File: config.mk
export PLATFORM = sky130hd
export DESIGN_NAME = mstr_regs
export DESIGN_NICKNAME = d
export VERILOG_FILES = /design/src/mstr_pkg.sv /design/src/mstr_apb_slave.sv /design/src/mstr_regs.sv /design/src/mstr_ring_ptr.sv
export SDC_FILE = /design/constraint.sdc
export NUM_CORES = 1
export LEC_CHECK = 0
export BUFFER_PORTS_ARGS = -buffer_cell sky130_fd_sc_hd__buf_2
export CAP_MARGIN = 15
export CORE_MARGIN = 1.5
export CORE_UTILIZATION = 50
export DETAILED_ROUTE_END_ITERATION = 10
export PLACE_DENSITY = 0.88
export SYNTH_ARGS = -nofsm -noshare
export SYNTH_HDL_FRONTEND = slang
export SYNTH_SLANG_ARGS = --single-unit
File: constraint.sdc
create_clock -name core_clk_i -period 4.6 [get_ports core_clk_i]
set_clock_uncertainty 0.05 [all_clocks]
set_input_delay 0.92 -clock core_clk_i [delete_from_list [all_inputs] [get_ports core_clk_i]]
set_output_delay 0.92 -clock core_clk_i [all_outputs]
set_load 0.005 [all_outputs]
File: src/mstr_pkg.sv
package mstr_pkg;

   // APB side
   localparam int APB_AW = 16;
   localparam int APB_DW = 32;
   localparam int REG_W = 16;
   localparam int IDX_W = 12;

   // Register indices; byte address is four times the index
   localparam logic [IDX_W-1:0] IDX_OVF_FLAGS = 12'h802;
   localparam logic [IDX_W-1:0] IDX_OVF_MASK = 12'h804;
   localparam logic [IDX_W-1:0] IDX_TONE_SETUP = 12'h810;
   localparam logic [IDX_W-1:0] IDX_REC1_REGION = 12'h820;
   localparam logic [IDX_W-1:0] IDX_REC1_CONS = 12'h822;
   localparam logic [IDX_W-1:0] IDX_REC1_PROD = 12'h824;
   localparam logic [IDX_W-1:0] IDX_REC2_REGION = 12'h828;

   // Overflow flag positions
   localparam int OVF_N = 3;
   localparam int OVF_CELL = 0;
   localparam int OVF_REC1 = 1;
   localparam int OVF_REC2 = 2;

   // Tone setup fields
   localparam int TONE_BASE_LSB = 0;
   localparam int TONE_BASE_W = 5;
   localparam int TONE_SIZE_LSB = 5;
   localparam int TONE_SIZE_W = 2;
   localparam int TONE_SDRAM_EN = 7;
   localparam int TONE_SSRAM_EN = 8;
   localparam int TONE_W = 9;
   localparam int TONE_ADDR_W = 24;
   localparam int TONE_ADDR_LSB = 19;
   localparam int TONE_MIN_LOG2 = 14;
   localparam logic [1:0] TONE_SIZE_RSVD = 2'h3;
   localparam logic [1:0] TONE_SIZE_MAX = 2'h2;

   // Recovery region fields
   localparam int REG_BASE_LSB = 0;
   localparam int REG_BASE_W = 9;
   localparam int REG_SIZE_LSB = 9;
   localparam int REG_SIZE_W = 3;
   localparam int REGION_W = 12;
   localparam int REC_ADDR_W = 21;
   localparam int REC_ADDR_LSB = 12;
   localparam int REC_MIN_LOG2 = 12;
   localparam logic [2:0] REC_SIZE_MAX = 3'h5;

   // Ring pointers
   localparam int PTR_W = 14;
   localparam int POINT_LOG2 = 4;
   localparam int RING_MIN_POINTS = (1 << REC_MIN_LOG2) >> POINT_LOG2;

   localparam logic [REG_W-1:0] RST_VAL = 16'h0000;

   typedef enum logic [1:0] {
      MSTR_IDLE = 2'b01,
      MSTR_ACK = 2'b10
   } mstr_apb_st_t;

endpackage

File: src/mstr_apb_slave.sv
`timescale 1ns/1ps
module mstr_apb_slave
   import mstr_pkg::*;
(
   // Clock and reset
   input wire logic core_clk_i,
   input wire logic rst_i,
   // APB
   input wire logic psel_i,
   input wire logic penable_i,
   input wire logic pwrite_i,
   input wire logic [APB_AW-1:0] paddr_i,
   output logic pready_o,
   output logic [APB_DW-1:0] prdata_o,
   output logic pslverr_o,
   // Register file side
   output logic [IDX_W-1:0] reg_idx_o,
   output logic aligned_o,
   input wire logic reg_hit_i,
   input wire logic [REG_W-1:0] rd_value_i,
   output logic commit_o,
   output logic commit_wr_o
);

   typedef struct packed {
      mstr_apb_st_t fsm;
      logic [APB_DW-1:0] rdata;
      logic err;
   } mstr_apb_q_t;

   mstr_apb_q_t q;
   mstr_apb_q_t next_q;

   assign reg_idx_o = paddr_i[IDX_W+1:2];
   assign aligned_o = (paddr_i[1:0] == 2'h0);

   always_comb begin
      next_q = q;
      case (q.fsm)
         MSTR_IDLE: begin
            // Read value captured one cycle before the answer
            if (psel_i && penable_i) begin
               next_q.err = !reg_hit_i;
               next_q.rdata = (reg_hit_i && !pwrite_i) ? {16'h0000, rd_value_i} : 32'h00000000;
               next_q.fsm = MSTR_ACK;
            end
         end
         MSTR_ACK: begin
            next_q.fsm = MSTR_IDLE;
         end
         default: begin
            next_q.fsm = MSTR_IDLE;
         end
      endcase
   end

   always_ff @(posedge core_clk_i or posedge rst_i) begin
      if (rst_i) begin
         q <= '{fsm: MSTR_IDLE, rdata: 32'h00000000, err: 1'b0};
      end else begin
         q <= next_q;
      end
   end

   assign pready_o = (q.fsm == MSTR_ACK);
   assign pslverr_o = (q.fsm == MSTR_ACK) && q.err;
   assign prdata_o = q.rdata;
   assign commit_o = (q.fsm == MSTR_ACK) && psel_i && penable_i && !q.err;
   assign commit_wr_o = pwrite_i;

endmodule

File: src/mstr_regs.sv
`timescale 1ns/1ps
module mstr_regs
   import mstr_pkg::*;
(
   // Clock and reset
   input wire logic core_clk_i,
   input wire logic rst_i,
   // APB
   input wire logic psel_i,
   input wire logic penable_i,
   input wire logic pwrite_i,
   input wire logic [APB_AW-1:0] paddr_i,
   input wire logic [APB_DW-1:0] pwdata_i,
   output logic pready_o,
   output logic [APB_DW-1:0] prdata_o,
   output logic pslverr_o,
   // Overflow events
   input wire logic cell_evt_ovf_i,
   input wire logic rec2_ovf_i,
   output logic irq_o,
   // Tone store
   output logic [TONE_ADDR_W-1:0] tone_base_addr_o,
   output logic [TONE_SIZE_W-1:0] tone_size_log2_o,
   output logic sdram_tone_en_o,
   output logic ssram_tone_en_o,
   // First recovery ring
   input wire logic rec1_store_i,
   output logic [REC_ADDR_W-1:0] rec1_base_addr_o,
   output logic [REG_SIZE_W-1:0] rec1_size_log2_o,
   output logic [PTR_W-1:0] rec1_store_idx_o,
   output logic [PTR_W-1:0] rec1_prod_ptr_o,
   output logic [PTR_W-1:0] rec1_cons_ptr_o,
   output logic rec1_full_o,
   output logic rec1_empty_o,
   // Second recovery ring
   output logic [REC_ADDR_W-1:0] rec2_base_addr_o,
   output logic [REG_SIZE_W-1:0] rec2_size_log2_o
);

   typedef struct packed {
      logic [OVF_N-1:0] flags;
      logic [OVF_N-1:0] mask;
      logic [TONE_W-1:0] tone;
      logic [REGION_W-1:0] region1;
      logic [PTR_W-1:0] cons1;
      logic [REGION_W-1:0] region2;
   } mstr_regs_q_t;

   mstr_regs_q_t q;
   mstr_regs_q_t next_q;

   logic [IDX_W-1:0] reg_idx;
   logic aligned;
   logic reg_hit;
   logic [REG_W-1:0] rd_value;
   logic commit;
   logic commit_wr;
   logic [REG_W-1:0] wdata;
   logic [PTR_W-1:0] prod1;
   logic rec1_ovf;
   logic [OVF_N-1:0] ovf_evt;
   logic [OVF_N-1:0] ovf_clr;
   logic flags_read;
   logic [TONE_SIZE_W-1:0] tone_code;

   assign wdata = pwdata_i[REG_W-1:0];

   mstr_apb_slave u_apb (
      .core_clk_i(core_clk_i),
      .rst_i(rst_i),
      .psel_i(psel_i),
      .penable_i(penable_i),
      .pwrite_i(pwrite_i),
      .paddr_i(paddr_i),
      .pready_o(pready_o),
      .prdata_o(prdata_o),
      .pslverr_o(pslverr_o),
      .reg_idx_o(reg_idx),
      .aligned_o(aligned),
      .reg_hit_i(reg_hit),
      .rd_value_i(rd_value),
      .commit_o(commit),
      .commit_wr_o(commit_wr)
   );

   mstr_ring_ptr u_ring1 (
      .core_clk_i(core_clk_i),
      .rst_i(rst_i),
      .size_code_i(q.region1[REG_SIZE_LSB +: REG_SIZE_W]),
      .cons_ptr_i(q.cons1),
      .store_i(rec1_store_i),
      .prod_ptr_o(prod1),
      .store_idx_o(rec1_store_idx_o),
      .full_o(rec1_full_o),
      .empty_o(rec1_empty_o),
      .overflow_o(rec1_ovf)
   );

   // Address decode
   always_comb begin
      reg_hit = 1'b0;
      if (aligned && (paddr_i[APB_AW-1:IDX_W+2] == 2'h0)) begin
         case (reg_idx)
            IDX_OVF_FLAGS, IDX_OVF_MASK, IDX_TONE_SETUP, IDX_REC1_REGION,
            IDX_REC1_CONS, IDX_REC1_PROD, IDX_REC2_REGION: begin
               reg_hit = 1'b1;
            end
            default: begin
               reg_hit = 1'b0;
            end
         endcase
      end
   end

   // Read value, upper bits zero-filled
   always_comb begin
      rd_value = RST_VAL;
      case (reg_idx)
         IDX_OVF_FLAGS: begin
            rd_value = {13'h0000, q.flags};
         end
         IDX_OVF_MASK: begin
            rd_value = {13'h0000, q.mask};
         end
         IDX_TONE_SETUP: begin
            rd_value = {7'h00, q.tone};
         end
         IDX_REC1_REGION: begin
            rd_value = {4'h0, q.region1};
         end
         IDX_REC1_CONS: begin
            rd_value = {2'h0, q.cons1};
         end
         IDX_REC1_PROD: begin
            rd_value = {2'h0, prod1};
         end
         IDX_REC2_REGION: begin
            rd_value = {4'h0, q.region2};
         end
         default: begin
            rd_value = RST_VAL;
         end
      endcase
   end

   assign ovf_evt[OVF_CELL] = cell_evt_ovf_i;
   assign ovf_evt[OVF_REC1] = rec1_ovf;
   assign ovf_evt[OVF_REC2] = rec2_ovf_i;

   // Only the bits the host actually saw are cleared
   assign flags_read = commit && !commit_wr && (reg_idx == IDX_OVF_FLAGS);
   assign ovf_clr = flags_read ? prdata_o[OVF_N-1:0] : 3'h0;

   always_comb begin
      next_q = q;
      // Set wins over a clear in the same cycle
      next_q.flags = (q.flags & ~ovf_clr) | ovf_evt;
      if (commit && commit_wr) begin
         case (reg_idx)
            IDX_OVF_MASK: begin
               next_q.mask = wdata[OVF_N-1:0];
            end
            IDX_TONE_SETUP: begin
               // Upper bits are expected zero and not stored
               next_q.tone = wdata[TONE_W-1:0];
            end
            IDX_REC1_REGION: begin
               next_q.region1 = wdata[REGION_W-1:0];
            end
            IDX_REC1_CONS: begin
               next_q.cons1 = wdata[PTR_W-1:0];
            end
            IDX_REC2_REGION: begin
               next_q.region2 = wdata[REGION_W-1:0];
            end
            default: begin
               next_q.mask = q.mask;
            end
         endcase
      end
   end

   always_ff @(posedge core_clk_i or posedge rst_i) begin
      if (rst_i) begin
         q <= '0;
      end else begin
         q <= next_q;
      end
   end

   assign irq_o = |(q.flags & q.mask);

   // Tone store outputs
   // Reserved size code treated as the largest size
   assign tone_code = q.tone[TONE_SIZE_LSB +: TONE_SIZE_W];
   assign tone_size_log2_o = (tone_code == TONE_SIZE_RSVD) ? TONE_SIZE_MAX : tone_code;
   assign tone_base_addr_o = {q.tone[TONE_BASE_LSB +: TONE_BASE_W], 19'h00000};
   assign sdram_tone_en_o = q.tone[TONE_SDRAM_EN];
   assign ssram_tone_en_o = q.tone[TONE_SSRAM_EN];

   // Recovery ring outputs
   assign rec1_base_addr_o = {q.region1[REG_BASE_LSB +: REG_BASE_W], 12'h000};
   assign rec1_size_log2_o = q.region1[REG_SIZE_LSB +: REG_SIZE_W];
   assign rec1_prod_ptr_o = prod1;
   assign rec1_cons_ptr_o = q.cons1;
   assign rec2_base_addr_o = {q.region2[REG_BASE_LSB +: REG_BASE_W], 12'h000};
   assign rec2_size_log2_o = q.region2[REG_SIZE_LSB +: REG_SIZE_W];

   // Assertions

   a_cell_flag_set: assert property (
      @(posedge core_clk_i) disable iff (rst_i)
      cell_evt_ovf_i |=> q.flags[OVF_CELL] ##1 (q.flags[OVF_CELL] || $past(flags_read)))
      else $error("cell queue overflow flag not latched");

   a_rec1_flag_set: assert property (
      @(posedge core_clk_i) disable iff (rst_i)
      (rec1_store_i && rec1_full_o) |=> (q.flags[OVF_REC1] && $stable(prod1)))
      else $error("first ring overflow not flagged");

   a_rec2_flag_set: assert property (
      @(posedge core_clk_i) disable iff (rst_i)
      rec2_ovf_i |=> q.flags[OVF_REC2])
      else $error("second ring overflow not flagged");

   a_status_upper_zero: assert property (
      @(posedge core_clk_i) disable iff (rst_i)
      (pready_o && psel_i && !pwrite_i && (reg_idx == IDX_OVF_FLAGS || reg_idx == IDX_OVF_MASK))
      |-> (prdata_o[REG_W-1:OVF_N] == 13'h0000))
      else $error("reserved flag or mask bits read nonzero");

   a_irq_cause: assert property (
      @(posedge core_clk_i) disable iff (rst_i)
      (rec2_ovf_i && q.mask[OVF_REC2]) ##1 q.mask[OVF_REC2] |-> irq_o)
      else $error("enabled overflow did not raise interrupt");

   a_irq_quiet: assert property (
      @(posedge core_clk_i) disable iff (rst_i)
      (q.mask == 3'h0) |-> !irq_o)
      else $error("interrupt raised with all enables off");

   a_tone_map: assert property (
      @(posedge core_clk_i) disable iff (rst_i)
      (commit && commit_wr && reg_idx == IDX_TONE_SETUP)
      |=> (tone_base_addr_o[TONE_ADDR_W-1:TONE_ADDR_LSB] == $past(wdata[TONE_BASE_W-1:0]))
      && (sdram_tone_en_o == $past(wdata[TONE_SDRAM_EN]))
      && (ssram_tone_en_o == $past(wdata[TONE_SSRAM_EN])))
      else $error("tone setup not applied");

   a_rec1_map: assert property (
      @(posedge core_clk_i) disable iff (rst_i)
      (commit && commit_wr && reg_idx == IDX_REC1_REGION)
      |=> (rec1_base_addr_o[REC_ADDR_W-1:REC_ADDR_LSB] == $past(wdata[REG_BASE_W-1:0]))
      && (rec1_size_log2_o == $past(wdata[REGION_W-1:REG_SIZE_LSB])))
      else $error("first ring region not applied");

   a_prod_advance: assert property (
      @(posedge core_clk_i) disable iff (rst_i)
      (rec1_store_i && !rec1_full_o) |=> (prod1 != $past(prod1)))
      else $error("producer pointer did not advance");

   a_prod_upper_zero: assert property (
      @(posedge core_clk_i) disable iff (rst_i)
      (pready_o && psel_i && !pwrite_i && reg_idx == IDX_REC1_PROD)
      |-> (prdata_o[REG_W-1:PTR_W] == 2'h0))
      else $error("producer pointer reserved bits nonzero");

   a_flag_sticky: assert property (
      @(posedge core_clk_i) disable iff (rst_i)
      (q.flags[OVF_CELL] && !flags_read) |=> q.flags[OVF_CELL])
      else $error("overflow flag dropped without a read");

   a_full_not_empty: assert property (
      @(posedge core_clk_i) disable iff (rst_i)
      !(rec1_full_o && rec1_empty_o))
      else $error("ring reports full and empty together");

   a_tone_size_map: assert property (
      @(posedge core_clk_i) disable iff (rst_i)
      (commit && commit_wr && reg_idx == IDX_TONE_SETUP
      && wdata[TONE_SIZE_LSB +: TONE_SIZE_W] != TONE_SIZE_RSVD)
      |=> (tone_size_log2_o == $past(wdata[TONE_SIZE_LSB +: TONE_SIZE_W])))
      else $error("tone size code not applied");

   a_tone_en_hold: assert property (
      @(posedge core_clk_i) disable iff (rst_i)
      !(commit && commit_wr && reg_idx == IDX_TONE_SETUP)
      |=> ($stable(sdram_tone_en_o) && $stable(ssram_tone_en_o)))
      else $error("tone enable changed without a write");

   a_rec2_map: assert property (
      @(posedge core_clk_i) disable iff (rst_i)
      (commit && commit_wr && reg_idx == IDX_REC2_REGION)
      |=> (rec2_base_addr_o[REC_ADDR_W-1:REC_ADDR_LSB] == $past(wdata[REG_BASE_W-1:0]))
      && (rec2_size_log2_o == $past(wdata[REGION_W-1:REG_SIZE_LSB])))
      else $error("second ring region not applied");

   a_rec_base_low: assert property (
      @(posedge core_clk_i) disable iff (rst_i)
      (rec1_base_addr_o[REC_ADDR_LSB-1:0] == 12'h000)
      && (rec2_base_addr_o[REC_ADDR_LSB-1:0] == 12'h000))
      else $error("ring base address low bits nonzero");

   a_tone_base_low: assert property (
      @(posedge core_clk_i) disable iff (rst_i)
      tone_base_addr_o[TONE_ADDR_LSB-1:0] == 19'h00000)
      else $error("tone base address low bits nonzero");

   a_cons_write: assert property (
      @(posedge core_clk_i) disable iff (rst_i)
      (commit && commit_wr && reg_idx == IDX_REC1_CONS)
      |=> (rec1_cons_ptr_o == $past(wdata[PTR_W-1:0])))
      else $error("consumer pointer write not applied");

   a_prod_readback: assert property (
      @(posedge core_clk_i) disable iff (rst_i)
      (pready_o && !pslverr_o && !pwrite_i && reg_idx == IDX_REC1_PROD)
      |-> (prdata_o[PTR_W-1:0] == $past(prod1)))
      else $error("producer pointer read value wrong");

   a_flag_clear: assert property (
      @(posedge core_clk_i) disable iff (rst_i)
      (flags_read && prdata_o[OVF_CELL] && !cell_evt_ovf_i) |=> !q.flags[OVF_CELL])
      else $error("cell flag not cleared by read");

   a_rec1_sticky: assert property (
      @(posedge core_clk_i) disable iff (rst_i)
      (q.flags[OVF_REC1] && !flags_read) |=> q.flags[OVF_REC1])
      else $error("first ring flag dropped without a read");

   a_rec2_sticky: assert property (
      @(posedge core_clk_i) disable iff (rst_i)
      (q.flags[OVF_REC2] && !flags_read) |=> q.flags[OVF_REC2])
      else $error("second ring flag dropped without a read");

endmodule

File: src/mstr_ring_ptr.sv
`timescale 1ns/1ps
module mstr_ring_ptr
   import mstr_pkg::*;
(
   // Clock and reset
   input wire logic core_clk_i,
   input wire logic rst_i,
   // Ring setup
   input wire logic [REG_SIZE_W-1:0] size_code_i,
   input wire logic [PTR_W-1:0] cons_ptr_i,
   // Point store
   input wire logic store_i,
   output logic [PTR_W-1:0] prod_ptr_o,
   output logic [PTR_W-1:0] store_idx_o,
   output logic full_o,
   output logic empty_o,
   output logic overflow_o
);

   typedef struct packed {
      logic [PTR_W-1:0] wptr;
   } mstr_ring_q_t;

   mstr_ring_q_t q;
   mstr_ring_q_t next_q;
   logic [REG_SIZE_W-1:0] code;
   logic [PTR_W-1:0] points;
   logic [PTR_W-1:0] ptr_mask;
   logic [PTR_W-1:0] fill;

   // Reserved size codes act as the largest ring
   assign code = (size_code_i > REC_SIZE_MAX) ? REC_SIZE_MAX : size_code_i;
   assign points = PTR_W'(RING_MIN_POINTS << code);
   // Pointer spans twice the ring so full differs from empty
   assign ptr_mask = PTR_W'((RING_MIN_POINTS << (code + 3'h1)) - 1);
   assign fill = (q.wptr - cons_ptr_i) & ptr_mask;
   assign full_o = (fill == points);
   assign empty_o = (fill == 14'h0000);

   always_comb begin
      next_q = q;
      if (store_i && !full_o) begin
         next_q.wptr = (q.wptr + 14'h0001) & ptr_mask;
      end
   end

   always_ff @(posedge core_clk_i or posedge rst_i) begin
      if (rst_i) begin
         q <= '{wptr: 14'h0000};
      end else begin
         q <= next_q;
      end
   end

   assign prod_ptr_o = q.wptr;
   assign store_idx_o = q.wptr & (points - 14'h0001);
   assign overflow_o = store_i && full_o;

endmodule

==> flow_summary.yaml, run 1 <==
worst_setup_path:
  required_ns: 3.63
  path_cells: "and3b_2 -> ha_1 -> or3_1 -> ha_1 -> or4_1 -> a2111oi_4 -> o2111ai_2 -> inv_1 -> buf_2"
  crit_arrival_ns: 3.51
  r2r-start: "rec1_size_log2_o[1]"
  endpoint_kind: "output port"
  startpoint: "rec1_size_log2_o[1]"
  cp-start-kind: "flop"
  cpPeakStageDelay_ns: 0.60
  critPathKind: "reg2out"
  cpMostUsedCell: "ha_1"
  critPathMaxFanout: 6
  worst_path_max_delay_cell: "or4_1"
synth:
  synth.avg_cell_area_um2: 9.75
  ys_async_sr_fraction_pct: 100
  synth.distinct_cells: 66
  synth_edf_count: 0
  synthCells: 604
  synth_area_leaders: "dfrtp_1 35%, buf_4 16%, mux2_2 9.6%"
  ys_ff_latch: 84
  yosys_warnings: 0
  yosys.area.top_type: "dfrtp_1"
  synth_top_flop_cell: "dfrtp_1"
  synth.cell_area_um2: 5890
  seq_area_frac_synth_pct: 35.7
  yosysMostFrequentCell: "buf_4"
  synth_top_area_share_pct: 35.3
  yosys-top-cells-count: "126 x buf_4, 83 x dfrtp_1, 50 x mux2_2"
clock_network:
  clock_latency_ns: 0.34
  clkSinkCount: 84
  clk_pin_slew_ns: 0.06
  cts_buffers: 9
  hold_buffers: 0
  cts_max_level: 3
  root_buffer: "clkbuf_16"
  clock_path_buffers: 2
  cts_tree: "built"
global_routing:
  grt_start_max_net_pins: 55
  antenna_found_initial: 0
  grt.total_usage_pct: 23.4
  first_global_vias: 4265
  overflow: 0
  grt_pass1_wl_mm: 22.9
timing:
  fin_crit_ns: 4.48
  slew_headroom_pct: 39.3
  rsz0062_at_grt: "false"
  hold_viol_final: 0
  fin_setup_tns_ns: 0
  setup-violations-final: 0
  fin_crit_sh_pct: 97.3
  fmax_ghz: 0.223
  report.final.slew_viol_count: 0
  timing.hold.ws_ns: 0.453
  tightestPinTransition_ns: 0.909
placed_design:
  place_inst: 806
  gp_congestion: 0.918
  portBuffers: 131
  dp_hpwl_mm: 10.9
power:
  cellPowerDensity_nw_per_um2: 352
  p_sw_mw: 0.738
  pwr-share-comb_pct: 30.1
  p_clk_share_pct: 32.3
  ir_drop_v: 0.000254
  switching_share_pct: 33.0
  p_int_mw: 1.50
  p_seq_share_pct: 37.6
  leakage_nw: 3.38
route:
  ant_nets: 0
  dr_total_vias: 4757
  vias_per_cell: 5.79
  routedWlPerCell_um: 17.9
  post-route-drc-count: 0
  drt_iter0_markers: 419
  routed_wl_mm: 14.7
  first_pass_iters: 6
final_layout:
  diodes: 0
  drive_gt1_share_pct: 33.4
  area_growth_syn_to_layout_pct: 7.90
  fin_cells: 822
  fin_util_pct: 55.4
  layout.nets: 748
min_path:
  min-delay-start: "u_apb.prdata_o[10]"
  min_path_type: "reg2reg"
status:
  status: "finished, final reports clean"
die:
  die_x_um: 112
  die_h_um: 112
  io_pins: 211
  die-area_um2: 12400
  core_area_um2: 11500
  start_util_pct: 51.4
  num_rows: 39
run:
  cap_violations: 0
## kinds of logic after synthesis
logic type | count (synthesis) | synth area share, %
buffers and inverters | 173 | 19.3
XOR/XNOR | 16 | 2.38
flip-flops | 84 | 35.7
other | 1 | 0.0637
adder cells (fa/ha/maj) | 18 | 3.82
AO/OA/AOI/OAI | 111 | 14.8
multiplexers | 54 | 10.3
AND/OR/NAND/NOR | 147 | 13.5
## final timing paths
check                                   endpoint  slack [ns]  cells after the start
max                                  rec1_full_o        0.12                      9
min                           u_apb.prdata_o[10]        0.45                      1
max reg2reg                u_ring1.prod_ptr_o[9]        0.63                     10
min reg2reg                   u_apb.prdata_o[10]        0.45                      1
max in group asynchronous  u_ring1.prod_ptr_o[0]        2.86                      3
min in group asynchronous   rec1_base_addr_o[16]        0.69                      2
## power by group through the flow
stage	Clock, mW	Combinational (mW)	Sequential, mW
final	0.721	0.673	0.842
after floorplan	0	0.548	0.838
after global placement	0	0.640	0.855
after detailed placement	0	0.655	0.853
after global routing	0.761	0.743	0.849
after CTS	0.732	0.660	0.842
## layout make-up
class / count / area [um^2]
timing repair buffer: 148 / 783
tap: 143 / 179
clock buffer: 11 / 233
clock inverter: 5 / 60.1
fill: 986 / 5110
multi-input combinational: 407 / 2910
inverter: 24 / 91.3
sequential: 84 / 2100
## timing repair
| item | in CTS | in global routing |
|---|---|---|
| gates resized for setup | 0 | 4 |
| setup buffers | 0 | 0 |
| endpoints found under the setup margin | 0 | 1 |
## cells in the final DEF (no fill, tap or decap), types with 4 or more instances in the layout
cell type    n
a21o_1       6
a21oi_1     11
a222oi_1    10
a22o_1      20
a22oi_1     18
and2_1       7
and3_1       8
buf_2      131
buf_4       17
clkbuf_16    9
conb_1      61
dfrtp_1     82
ha_1        18
inv_1       23
mux2_2      50
nand2_1     35
nand3_1     23
nor2_1      16
nor2b_1      7
nor3_1      10
nor3b_1      6
nor4_1       7
o21a_1       4
o21ai_0     10
o31ai_1      4
or3_1        4
xnor2_1     14
## worst max-delay path, delay by kind of cell, from the launching register on
family | cells | cell delay, ns
buf+inv | 2 | 0.27
fa+ha+maj | 2 | 0.74
compound gates | 2 | 0.61
simple gates | 3 | 1.19
flops | 1 | 0.37
## stage by stage
stage	total power, mW	setup slack [ns]	cell area [um^2]
2_1_floorplan	1.39	0.485	6120
3_3_place_gp	1.49	0.492	6040
3_5_place_dp	1.51	0.439	6040
4_1_cts	2.23	0.0706	6330
5_1_grt	2.35	0.00972	6360
6_report	2.24	0.123	6360
## registers in the layout, summed over array words and instances, names as in the netlist, 3 cells and up
signal and count:
q 8, rec1_base_addr_o 9, rec1_cons_ptr_o 14, rec1_size_log2_o 3, rec2_base_addr_o 9, rec2_size_log2_o 3, tone_base_addr_o 5, u_apb.prdata_o 14
u_apb.q 3, u_ring1.prod_ptr_o 14
## metal layers
layer | vias to the layer above | global-route usage, % | share of wire (%)
li1 | 2125 | - | -
met1 | 2289 | 29.7 | 40
met2 | 307 | 38.1 | 47
met3 | 36 | 6.31 | 9.8
met4 | 0 | 9.28 | 2.7
met5 | - | 0 | 0
No activity file was read; power rests on OpenSTA's default activity.
==> run 2, diff against run 1 <==
- CAP_MARGIN: 15 -> 20
- GPL_ROUTABILITY_DRIVEN: not set -> 0
- PLACE_DENSITY: 0.88 -> 0.8
==> flow_summary.yaml, run 2 (same netlist as run 1, synthesis figures left out) <==
clock_network:
  root_buffer: "clkbuf_16"
  clock_latency_ns: 0.34
  cts_tree: "built"
  clock_path_buffers: 2
  clkSinkCount: 84
  cts_max_level: 3
  hold_buffers: 0
  clk_pin_slew_ns: 0.06
  cts_buffers: 9
final_layout:
  drive_gt1_share_pct: 34.0
  final_common_cell: "buf_2"
  fin_util_pct: 55.5
  area_growth_syn_to_layout_pct: 7.94
  final_cell_mix: "131 x buf_2, 82 x dfrtp_1, 61 x conb_1"
  diodes: 0
  layout.nets: 746
worst_setup_path:
  path_buf_inv: 2
  r2r_end: "u_ring1.prod_ptr_o[9]"
  required_ns: 3.63
  crit_family: "compound AO/OA/AOI/OAI gates"
  r2r-start: "u_ring1.prod_ptr_o[1]"
  cpPeakStageDelay_ns: 0.52
  endpoint_kind: "output port"
  r2r_cells: 12
  worst_path_max_delay_cell: "dfrtp_1"
  critical_path_depth: 10
  crit_arrival_ns: 3.48
  startpoint: "u_ring1.prod_ptr_o[1]"
  cp-start-kind: "flop"
  regToRegSetupSlack_ns: 0.56
  critPathMaxFanout: 8
  endpoint: "rec1_full_o"
  critPathKind: "reg2out"
  cpMostUsedCell: "o2111ai_2"
  path_cells: "ha_1 -> nor2b_2 -> o2111ai_2 -> a21boi_1 -> nor3_1 -> or4_4 -> a2111oi_4 -> o2111ai_2 -> inv_1 -> buf_2"
power:
  p_clk_share_pct: 30.2
  p_int_mw: 1.44
  leakage_nw: 3.38
  pwr-share-comb_pct: 30.8
  p_sw_mw: 0.768
  ir_drop_v: 0.000281
  cellPowerDensity_nw_per_um2: 347
  p_seq_share_pct: 38.9
  p_total_mw: 2.20
  switching_share_pct: 34.8
timing:
  fin_setup_tns_ns: 0
  fmax_ghz: 0.225
  tightestPinTransition_ns: 0.784
  hold_viol_final: 0
  fin_crit_ns: 4.45
  report.final.slew_viol_count: 0
  slew_headroom_pct: 47.4
  fin_crit_sh_pct: 96.8
  finalWorstSetupSlack_ns: 0.147
  setup-violations-final: 0
placed_design:
  dp_hpwl_mm: 11.0
  dp_slack_ns: 0.440
  portBuffers: 131
die:
  start_util_pct: 51.4
  num_rows: 39
  die-area_um2: 12400
  die_x_um: 112
  core_area_um2: 11500
  die_h_um: 112
  io_pins: 211
global_routing:
  grt.total_usage_pct: 23.6
  antenna_found_initial: 0
  first_global_vias: 4526
  overflow: 0
  grt_start_max_net_pins: 63
  grt_pass1_wl_mm: 23.3
route:
  vias_per_cell: 5.84
  drt_iter0_markers: 338
  dr_total_vias: 4786
  post-route-drc-count: 0
  routedWlPerCell_um: 18.3
  routed_wl_mm: 15.0
  ant_nets: 0
  first_pass_iters: 6
run:
  cap_violations: 0
status:
  status: "finished, final reports clean"
min_path:
  min_path_type: "in2async"
==> run 2: final cells by class <==
| type | instances | area, um^2 |
|---|---|---|
| fill | 990 | 5110 |
| clock buffer | 9 | 225 |
| sequential | 84 | 2100 |
| tap | 143 | 179 |
| multi-input combinational | 407 | 2930 |
| clock inverter | 6 | 40.0 |
| inverter | 24 | 91.3 |
| timing repair buffer | 146 | 788 |
==> run 2: worst min path at each step <==
stage	start	end	slack, ns
5_1_grt	rst_i	rec1_cons_ptr_o[6]	0.44
6_report	rst_i	rec1_cons_ptr_o[6]	0.43
3_3_place_gp	u_apb.prdata_o[9]	u_apb.prdata_o[9]	0.44
4_1_cts	u_apb.prdata_o[12]	u_apb.prdata_o[12]	0.46
3_5_place_dp	u_apb.prdata_o[12]	u_apb.prdata_o[12]	0.44
2_1_floorplan	q[52]	q[52]	0.42
==> run 2: power groups by stage <==
stage / logic [mW] / registers (mW) / clock network (mW)
final: 0.680 / 0.858 / 0.666
after detailed placement: 0.640 / 0.868 / 0
after CTS: 0.647 / 0.855 / 0.676
after global routing: 0.740 / 0.863 / 0.709
after floorplan: 0.548 / 0.838 / 0
after global placement: 0.615 / 0.866 / 0
==> run 2: routing by layer <==
metal | part of all wire, % | vias up | wire length (um) | track usage (%)
li1 | - | 2125 | - | -
met1 | 40 | 2292 | 5980 | 30.2
met2 | 47 | 317 | 7030 | 37.9
met3 | 9.2 | 52 | 1380 | 5.28
met4 | 3.9 | 0 | 582 | 11.8
met5 | 0 | - | 0 | 0
==> run 2: timing repair <==
action	in CTS	in global routing
setup endpoints to repair	0	1
setup buffers	0	1
hold endpoints to repair	0	0
resized for setup	0	8
==> run 2: metrics by stage <==
stage               instances  hold WS [ns]  instance area (um^2)
global route              819         0.436                  6360
detailed placement        802         0.443                  6010
floorplan                 664         0.422                  6120
CTS                       817         0.457                  6280
global placement          802         0.436                  6010
finish                    819         0.435                  6360
